==> config.mk <==
export PLATFORM = sky130hd
export DESIGN_NAME = fsr_top
export DESIGN_NICKNAME = d
export VERILOG_FILES = /design/src/fsr_pkg.sv /design/src/fsr_route.sv /design/src/fsr_top.sv
export SDC_FILE = /design/constraint.sdc
export NUM_CORES = 1
export LEC_CHECK = 0
export ABC_AREA = 0
export BUFFER_PORTS_ARGS = -buffer_cell sky130_fd_sc_hd__buf_2
export CAP_MARGIN = 20
export CORE_UTILIZATION = 35
export CTS_BUF_LIST = sky130_fd_sc_hd__clkbuf_8
export DETAILED_ROUTE_END_ITERATION = 16
export GPL_ROUTABILITY_DRIVEN = 0
export PLACE_DENSITY = 0.78
export SLEW_MARGIN = 10
export SYNTH_ARGS = -nofsm -noshare
export SYNTH_HDL_FRONTEND = slang
export SYNTH_SLANG_ARGS = --single-unit
export TNS_END_PERCENT = 1
==> constraint.sdc <==
create_clock -name sys_clk -period 1.9 [get_ports sys_clk]
set_clock_uncertainty 0.15 [all_clocks]
set_input_delay 0.38 -clock sys_clk [delete_from_list [all_inputs] [get_ports sys_clk]]
set_output_delay 0.38 -clock sys_clk [all_outputs]
set_load 0.1 [all_outputs]
==> src/fsr_pkg.sv <==
package fsr_pkg;

    // Register map, byte addresses on the bus
    localparam int unsigned ADDR_W = 16;
    localparam int unsigned DATA_W = 32;
    localparam logic [15:0] FN_STATE_ADDR = 16'h5b30;
    localparam logic [15:0] IRQ_STAT_ADDR = 16'h5b34;
    localparam logic [15:0] IRQ_MASK_ADDR = 16'h5b38;

    // Field positions of function_state_to_mgmt
    localparam int unsigned BIT_CHANGE   = 31;
    localparam int unsigned BIT_SWAP     = 30;
    localparam int unsigned BIT_CLKGATE  = 29;
    localparam int unsigned BIT_RSVD     = 28;
    localparam int unsigned BIT_AUX4     = 27;
    localparam int unsigned BIT_HMI_EN   = 26;
    localparam int unsigned LSB_FN4_LVL  = 24;
    localparam int unsigned FN4_INDEX    = 4;

    // Interrupt status and mask layout
    localparam int unsigned IRQ_W          = 1;
    localparam int unsigned IRQ_BIT_CHANGE = 0;
    localparam logic [0:0]  IRQ_MASK_RESET = 1'h0;

    // Configuration load
    localparam logic [7:0] NVM_SWAP_WORD = 8'h21;
    localparam logic [7:0] NVM_HMI_WORD  = 8'h49;
    localparam logic [3:0] NVM_SWAP_BIT  = 4'h0;
    localparam logic [3:0] NVM_HMI_BIT   = 4'h0;

    // Hold-off after clear on read
    localparam int unsigned HOLD_CYCLES = 8;
    localparam int unsigned HOLD_W      = 4;

    // Reset values of loaded fields
    localparam logic SWAP_RESET = 1'b0;
    localparam logic HMI_RESET  = 1'b0;

endpackage : fsr_pkg

==> src/fsr_route.sv <==
`timescale 1ns/1ns
module fsr_route
(
    input  wire logic sys_clk,
    input  wire logic resetn,
    input  wire logic port0Enable,
    input  wire logic port1Enable,
    input  wire logic swapSelect,
    output logic      port0Function,
    output logic      port1Function,
    output logic      port0Routed,
    output logic      port1Routed
);

    always_ff @(posedge sys_clk)
    begin
        if (!resetn)
        begin
            port0Function <= 1'b0;
            port1Function <= 1'b0;
            port0Routed   <= 1'b0;
            port1Routed   <= 1'b0;
        end
        else
        begin
            port0Routed <= port0Enable;
            port1Routed <= port1Enable;
            if (port0Enable && port1Enable)
            begin
                port0Function <= swapSelect;
                port1Function <= !swapSelect;
            end
            else
            begin
                // Lone port lands on function 0
                port0Function <= 1'b0;
                port1Function <= 1'b0;
            end
        end
    end
endmodule : fsr_route

==> src/fsr_top.sv <==
`timescale 1ns/1ns
module fsr_top
#(
    parameter int unsigned NUM_FN = 5
)
(
    input  wire logic                  sys_clk,
    input  wire logic                  resetn,
    input  wire logic                  wb_cyc_i,
    input  wire logic                  wb_stb_i,
    input  wire logic                  wb_we_i,
    input  wire logic [15:0]           wb_adr_i,
    input  wire logic [31:0]           wb_dat_i,
    input  wire logic [3:0]            wb_sel_i,
    output logic      [31:0]           wb_dat_o,
    output logic                       wb_ack_o,
    input  wire logic [2*NUM_FN-1:0]   fnPowerLevel,
    input  wire logic                  mgmtClockGated,
    input  wire logic                  fn4AuxPowerShadow,
    input  wire logic                  port0Enable,
    input  wire logic                  port1Enable,
    input  wire logic                  nvmLoadValid,
    input  wire logic [7:0]            nvmLoadAddr,
    input  wire logic [15:0]           nvmLoadData,
    output logic                       powerChangeFlag,
    output logic                       irq,
    output logic                       port0Function,
    output logic                       port1Function,
    output logic                       port0Routed,
    output logic                       port1Routed
);

    logic                         busReq;
    logic                         readStrobe;
    logic                         writeStrobe;
    logic                         statusRead;
    logic [2*NUM_FN-1:0]          prevLevel;
    logic                         primed;
    logic [NUM_FN-1:0]            fnDiff;
    logic                         changeEvent;
    logic                         changePending;
    logic [fsr_pkg::HOLD_W-1:0]   holdCount;
    logic                         holdActive;
    logic                         portSwapSelect;
    logic                         hostMgmtFnEnable;
    logic [fsr_pkg::IRQ_W-1:0]    irqStatus;
    logic [fsr_pkg::IRQ_W-1:0]    irqMask;
    logic [fsr_pkg::IRQ_W-1:0]    irqEvents;
    logic [31:0]                  statusWord;
    logic [31:0]                  next_readData;

    // Bus strobes, one per classic cycle
    assign busReq      = wb_cyc_i && wb_stb_i && !wb_ack_o;
    assign readStrobe  = busReq && !wb_we_i;
    assign writeStrobe = busReq && wb_we_i;
    assign statusRead  = readStrobe
                         && (wb_adr_i == fsr_pkg::FN_STATE_ADDR);

    always_ff @(posedge sys_clk)
    begin
        if (!resetn)
            wb_ack_o <= 1'b0;
        else
            wb_ack_o <= busReq;
    end

    // Power level change detection
    genvar g;
    generate
        for (g = 0; g < NUM_FN; g++)
        begin : gen_fn
            assign fnDiff[g] = fnPowerLevel[2*g +: 2]
                               != prevLevel[2*g +: 2];
        end
    endgenerate

    // First sample after reset is a baseline, not a change
    assign changeEvent = primed && (|fnDiff);

    always_ff @(posedge sys_clk)
    begin
        if (!resetn)
        begin
            prevLevel <= '0;
            primed    <= 1'b0;
        end
        else
        begin
            prevLevel <= fnPowerLevel;
            primed    <= 1'b1;
        end
    end

    assign holdActive = (holdCount != '0);

    always_ff @(posedge sys_clk)
    begin
        if (!resetn)
            holdCount <= '0;
        else if (statusRead)
            holdCount <= fsr_pkg::HOLD_W'(fsr_pkg::HOLD_CYCLES);
        else if (holdActive)
            holdCount <= holdCount - 1'b1;
    end

    // Changes during hold-off are remembered, not lost
    always_ff @(posedge sys_clk)
    begin
        if (!resetn)
            changePending <= 1'b0;
        else if (changeEvent && (statusRead || holdActive))
            changePending <= 1'b1;
        else if (!holdActive && !statusRead)
            changePending <= 1'b0;
    end

    // Read clear beats a new change: the hold-off demands it
    always_ff @(posedge sys_clk)
    begin
        if (!resetn)
            powerChangeFlag <= 1'b0;
        else if (statusRead)
            powerChangeFlag <= 1'b0;
        else if (!holdActive && (changeEvent || changePending))
            powerChangeFlag <= 1'b1;
    end

    // Loaded configuration; status writes never reach it
    always_ff @(posedge sys_clk)
    begin
        if (!resetn)
        begin
            portSwapSelect   <= fsr_pkg::SWAP_RESET;
            hostMgmtFnEnable <= fsr_pkg::HMI_RESET;
        end
        else if (nvmLoadValid)
        begin
            if (nvmLoadAddr == fsr_pkg::NVM_SWAP_WORD)
                portSwapSelect <= nvmLoadData[fsr_pkg::NVM_SWAP_BIT];
            if (nvmLoadAddr == fsr_pkg::NVM_HMI_WORD)
                hostMgmtFnEnable <= nvmLoadData[fsr_pkg::NVM_HMI_BIT];
        end
    end

    fsr_route i_fsr_route
    (
        .sys_clk       (sys_clk),
        .resetn        (resetn),
        .port0Enable   (port0Enable),
        .port1Enable   (port1Enable),
        .swapSelect    (portSwapSelect),
        .port0Function (port0Function),
        .port1Function (port1Function),
        .port0Routed   (port0Routed),
        .port1Routed   (port1Routed)
    );

    // Interrupt status, write one to clear, set wins
    always_comb
    begin
        irqEvents = '0;
        irqEvents[fsr_pkg::IRQ_BIT_CHANGE] = changeEvent;
    end

    always_ff @(posedge sys_clk)
    begin
        if (!resetn)
            irqStatus <= '0;
        else if (writeStrobe && wb_sel_i[0]
                 && (wb_adr_i == fsr_pkg::IRQ_STAT_ADDR))
            irqStatus <= (irqStatus
                          & ~wb_dat_i[fsr_pkg::IRQ_W-1:0]) | irqEvents;
        else
            irqStatus <= irqStatus | irqEvents;
    end

    always_ff @(posedge sys_clk)
    begin
        if (!resetn)
            irqMask <= fsr_pkg::IRQ_MASK_RESET;
        else if (writeStrobe && wb_sel_i[0]
                 && (wb_adr_i == fsr_pkg::IRQ_MASK_ADDR))
            irqMask <= wb_dat_i[fsr_pkg::IRQ_W-1:0];
    end

    always_ff @(posedge sys_clk)
    begin
        if (!resetn)
            irq <= 1'b0;
        else
            irq <= |(irqStatus & irqMask);
    end

    // Lower fields live in another block and read zero here
    always_comb
    begin
        statusWord = '0;
        statusWord[fsr_pkg::BIT_CHANGE]  = powerChangeFlag;
        statusWord[fsr_pkg::BIT_SWAP]    = portSwapSelect;
        statusWord[fsr_pkg::BIT_CLKGATE] = mgmtClockGated;
        statusWord[fsr_pkg::BIT_RSVD]    = 1'b0;
        statusWord[fsr_pkg::BIT_AUX4]    = fn4AuxPowerShadow;
        statusWord[fsr_pkg::BIT_HMI_EN]  = hostMgmtFnEnable;
        statusWord[fsr_pkg::LSB_FN4_LVL +: 2] =
            fnPowerLevel[2*fsr_pkg::FN4_INDEX +: 2];
    end

    always_comb
    begin
        next_readData = '0;
        case (wb_adr_i)
            fsr_pkg::FN_STATE_ADDR:
                next_readData = statusWord;
            fsr_pkg::IRQ_STAT_ADDR:
                next_readData[fsr_pkg::IRQ_W-1:0] = irqStatus;
            fsr_pkg::IRQ_MASK_ADDR:
                next_readData[fsr_pkg::IRQ_W-1:0] = irqMask;
            default:
                next_readData = '0;
        endcase
    end

    always_ff @(posedge sys_clk)
    begin
        if (!resetn)
            wb_dat_o <= '0;
        else if (readStrobe)
            wb_dat_o <= next_readData;
        else
            wb_dat_o <= '0;
    end
endmodule : fsr_top

* Word-level counts from Yosys, hierarchy flattened
Index checks and enable logic that the tools add are counted.
** Word-level totals
- Output and inout bits :: 39
- Input bits :: 96
- Register bits after elaboration :: 59
- Word-level logic and storage cells :: 72
** Cells by class
- Mux-type cells :: 7
- Equal/unequal tests :: 10
- Bitwise gates (word level) :: 6
- $add $sub $neg :: 1
- Reductions and logical operators :: 30
** Operator list (number)
- $eq 16x15->1 const B :: 3
- $logic_and 1x1->1 :: 13
- $ne 2x2->1 :: 5
- $eq 8x6->1 const B :: 1
- $eq 8x7->1 const B :: 1
- $mux 4 :: 2
- $reduce_and 2->1 :: 4
- $logic_not 1->1 :: 5
- $reduce_or 5->1 :: 1
- $mux 1 :: 4
- $reduce_bool 2->1 :: 2
- $reduce_bool 4->1 :: 1
- $sub 4x1->4 const B :: 1
- $reduce_and 3->1 :: 1
- $and 1x1->1 :: 2
- $logic_or 1x1->1 :: 2
- $not 1->1 :: 2
- $or 1x1->1 :: 2
- $pmux 1 s2 :: 1
- $reduce_or 2->1 :: 1

* Logic depth before layout (Yosys ltp)
- Word-level depth :: 8
- Depth in mapped cells :: 6
- Mapped depth without buffers :: 6

* By module
A second synthesis with hierarchy kept.
** Unflattened totals
- Cells, all modules :: 159
- Area total of the unflattened synthesis :: 1579.0 µm²
** Modules (own cells, without submodules)
- fsr_top :: sequential area each 620.6 µm², area each 1467.7 µm², cells an instance 151, times used 1
- fsr_route :: sequential area each 80.1 µm², area each 111.4 µm², cells an instance 8, times used 1

* Worst setup path before layout
Ideal clock, no wire load.
- Path type :: reg2reg
- From :: register wb_ack_o
- To :: register irqMask
- Required time :: 1.674 ns
- Buffers on the path :: 0
- Clock period less this slack :: 1.996 ns
- Data arrival time :: 1.770 ns
- Path slack :: -0.096 ns
- Cell stages (with the launch flop) :: 5
- Library setup time :: 0.076 ns
- Cells stage by stage :: dfxtp_1 and3b_1 and4bb_2 a31o_2 a21boi_0
** On the way
- Word-level cells in the longest chain between the ends :: 5
** RTL lines
- start, declared :: line fsr_top.sv:16 : output logic wb_ack_o,
- start signal, assigned :: line fsr_top.sv:64 : wb_ack_o <= busReq;
- $logic_not 1->1 :: line fsr_top.sv:53 : assign busReq = wb_cyc_i && wb_stb_i && !wb_ack_o;
- $logic_and 1x1->1 :: line fsr_top.sv:53
- $logic_and 1x1->1 :: line fsr_top.sv:55 : assign writeStrobe = busReq && wb_we_i;
- $logic_and 1x1->1 :: line fsr_top.sv:181 : else if (writeStrobe && wb_sel_i[0]
- $logic_and 1x1->1 :: line fsr_top.sv:182 : && (wb_adr_i == fsr_pkg::IRQ_MASK_ADDR))
- end signal, assigned :: line fsr_top.sv:180 : irqMask <= fsr_pkg::IRQ_MASK_RESET;
- end signal, assigned :: line fsr_top.sv:183 : irqMask <= wb_dat_i[fsr_pkg::IRQ_W-1:0];
- end, declared :: line fsr_top.sv:47 : logic [fsr_pkg::IRQ_W-1:0] irqMask;
No other way between the ends.
A chain may end at the register's enable or synchronous reset.

* Worst setup path in the final report
- From :: input wb_adr_i[15]
- To :: register changePending
** On the way
- Word-level cells in the longest chain between the ends :: 5
- Elaborated cells between the ends (all ways) :: 8
- Classes of those cells :: 1 x eq/ne; 1 x mux; 6 x reduce/logical
** RTL lines
- start, declared :: line fsr_top.sv:12 : input wire logic [15:0] wb_adr_i,
- $eq 16x15->1 * :: line fsr_top.sv:57 : && (wb_adr_i == fsr_pkg::FN_STATE_ADDR);
- $logic_and 1x1->1 * :: line fsr_top.sv:57
- $logic_or 1x1->1 / $logic_not 1->1 (equally long branches) :: line fsr_top.sv:111, fsr_top.sv:113
- $logic_and 1x1->1 (on tied branches) :: line fsr_top.sv:111, fsr_top.sv:113
- $mux 1 / $reduce_bool 2->1 (equally long branches)
- end signal, assigned :: line fsr_top.sv:110 : changePending <= 1'b0;
- end signal, assigned :: line fsr_top.sv:112 : changePending <= 1'b1;
- end signal, assigned :: line fsr_top.sv:114 : changePending <= 1'b0;
- end, declared :: line fsr_top.sv:41 : logic changePending;
Every way passes the cells marked *; elsewhere a longest branch is shown, timed or not.

==> results.yml <==
placement:
  port_buffers: 61
  post_dp_cell_area_um2: 1870
  place_hpwl_um: 2410
  dpl.cell_count: 270
clock_tree:
  ctsHoldBuffers: 0
  clock_sinks: 35
  tritoncts: "yes"
  htreeDepth: 2
  post-cts-setup-buffer-count: 0
  clock_path_buffers: 2
  post_cts_resized: 0
  clk_pin_slew_ns: 0.07
  numCtsBuffers: 5
  clockRootBuffer: "clkbuf_8"
  clock_latency_ns: 0.29
pwr:
  power_leakage_nw: 0.959
  powerDensity_nw_per_um2: 1060
  vdd_drop_max_uv: 465
worst_setup_path:
  startpoint: "wb_adr_i[15]"
  cp-endpoint: "changePending"
  crit_buf_inv: 2
  worstPathCellList: "buf_2 -> or4b_4 -> or2_4 -> nor4_4 -> buf_4 -> o22a_1"
  critPathCaptureType: "flip-flop"
  crit_family: "simple AND/OR/NAND/NOR gates"
  critical_path_depth: 6
  cp.arrival_ns: 1.85
  startpoint_type: "input pin"
  rr_endpoint: "changePending"
  slowest_delay_ns: 0.53
  r2r-start: "holdCount[0]"
  crit_fanout: 9
  cpMaxStageDelayCell: "or4b_4"
  rrSetupSlack_ns: 0.45
  required_ns: 1.98
  r2r_cells: 6
  critPathKind: "in -> reg"
grt:
  antenna_found_initial: 0
  grt_pass1_wl_um: 4420
  overflow: 0
  grt_max_degree: 14
  grt_pass1_vias: 1072
  groute.usage.overall_pct: 13.6
status:
  status: "complete, no violations"
timing:
  setup_tns_ns: 0
  period_needed_ns: 1.77
  drv_slew: 0
  holdWs_ns: 0.137
  setup_violations: 0
  hold_violations: 0
  min_period_over_period_pct: 92.9
  fmax_mhz: 566
  rsz0062_at_grt: "no"
routing:
  ant_nets: 0
  drt-wirelength-per-cell_um: 10.6
  drtPass1Iterations: 4
  dr_total_vias: 1211
  drc: 0
  post_drt_via_cell_ratio: 4.36
  first_iter_violations: 43
  wl_um: 2940
floorplanning:
  initial_core_util_pct: 37.9
  die_x_um: 69.0
  io_pins: 135
  dieHeight_um: 69.0
  core-area_um2: 4140
  dieArea_um2: 4760
  num_rows: 23
layout:
  final_nets: 325
  drive_above_1_share_pct: 35.5
  diodes: 0
  final_core_util_pct: 47.1
  finalNonFillerCells: 278
  design_area_um2: 1950
  nFillCells: 411
  syn2layout_area_growth_pct: 24.4
logic_synthesis:
  ys_seq_elements: 35
  synthCells: 158
  synth_largest_area_cell: "dfxtp_1"
  synth_top_area_share_pct: 44.6
  ys_warn_count: 0
  synthesis.area_um2: 1570
  syn_avg_cell_area_um2: 9.94
  ys_types: 38
  ys_seq_area_share_pct: 44.6
  ys_top_cells_by_area: "dfxtp_1 45%, buf_4 11%, and2_1 8.0%"
hold_path:
  hold_class: "in -> reg"
flow_run:
  drv_cap: 0
-- per-layer routing --
layer  GRT usage, %  part of all wire [%]
met1           13.0                    38
met2           23.9                    53
met3           4.61                   6.2
met4           9.95                   2.8
met5              0                     0
-- placed cells by master (no fill, tap or decap), types with 3 or more instances in the layout --
cell      instances
clkbuf_8          5
nor3_1            3
and3_1            4
nand4_1           4
dfxtp_1          34
buf_2            61
buf_4             4
nor4b_1           3
nor2b_1           6
nor2_1            6
xnor2_1          12
nand2_1           3
conb_1           24
inv_1             6
and2_1           20
-- worst min path at each step --
stage | from | endpoint | slack, ns | cells past startpoint
CTS | fn4AuxPowerShadow | wb_dat_o[27] | 0.13 | 2
detailed placement | portSwapSelect | i_fsr_route.port1Function | 0.29 | 1
floorplan | resetn | primed | 0.26 | 0
global placement | portSwapSelect | i_fsr_route.port1Function | 0.29 | 1
global route | fn4AuxPowerShadow | wb_dat_o[27] | 0.13 | 2
finish | fn4AuxPowerShadow | wb_dat_o[27] | 0.14 | 2
-- worst reg2reg max path, stage by stage, from the launching register on --
cell	delay, ns
dfxtp_1	0.31
inv_1	0.11
ha_1	0.18
nor3b_1	0.19
buf_4	0.18
nor2b_1	0.05
o22a_1	0.18
-- layout make-up --
class	count	area (um^2)	area share, %
Multi-Input combinational cell	115	749	38.4
Tap cell	50	62.6	3.20
Clock buffer	5	68.8	3.52
Timing Repair Buffer	65	335	17.2
Clock inverter	3	16.3	0.833
Inverter	5	18.8	0.961
Sequential cell	35	702	35.9
-- through the flow --
step	total power, W	worst slack (ns)
after floorplan	0.00146	-0.0299
after global placement	0.00155	-0.131
after detailed placement	0.00157	-0.162
after CTS	0.00209	0.141
after global routing	0.00219	0.0384
final	0.00206	0.135
-- kinds of logic (layout without fill, tap and decap cells) --
group / Yosys count / count (layout) / synth area share, %
flops: 35 / 35 / 44.6
other cells: 1 / 24 / 0.239
simple gates: 63 / 63 / 26.6
xor+xnor: 12 / 12 / 6.69
fa+ha+maj: 2 / 2 / 1.59
compound gates: 12 / 12 / 5.82
buf+inv: 31 / 78 / 13.1
mux: 2 / 2 / 1.27
-- flip-flops by register name (all words and copies together) (netlist names) --
name                       count
changePending                  1
holdCount                      4
hostMgmtFnEnable               1
i_fsr_route.port0Function      1
i_fsr_route.port0Routed        1
i_fsr_route.port1Function      1
i_fsr_route.port1Routed        1
irq                            1
irqMask                        1
irqStatus                      1
portSwapSelect                 1
powerChangeFlag                1
prevLevel                     10
primed                         1
wb_ack_o                       1
wb_dat_o                       8
-- Yosys cell counts --
library cell / count
nor4_4: 1
nor3_1: 3
nand2b_1: 1
or4b_4: 1
inv_1: 5
and3_1: 4
nand4b_1: 2
o31ai_1: 1
xnor2_1: 12
nand2_1: 3
a21o_2: 1
dfxtp_1: 35
a31o_2: 1
o21a_1: 1
and3b_1: 2
a21boi_0: 1
o22a_1: 1
nor3b_1: 1
nor4_1: 1
or2_4: 1
mux2i_1: 2
a22oi_1: 1
clkbuf_1: 2
nor4b_1: 3
a21oi_1: 2
a21o_1: 1
nor2b_1: 6
and4bb_2: 1
nor2_1: 6
a41oi_1: 1
or3_1: 1
and2_1: 20
or2_2: 2
conb_1: 1
o31a_1: 1
ha_1: 2
nand4_1: 4
buf_4: 24
-- where the power goes --
part | internal [W] | switching [W] | leakage, nW
clock network | 0.000250 | 0.000259 | 0.0453
registers | 0.000805 | 0.0000436 | 0.288
logic | 0.000226 | 0.000481 | 0.626
total | 0.00128 | 0.000783 | 0.959
No activity file was read; power rests on OpenSTA's default activity.
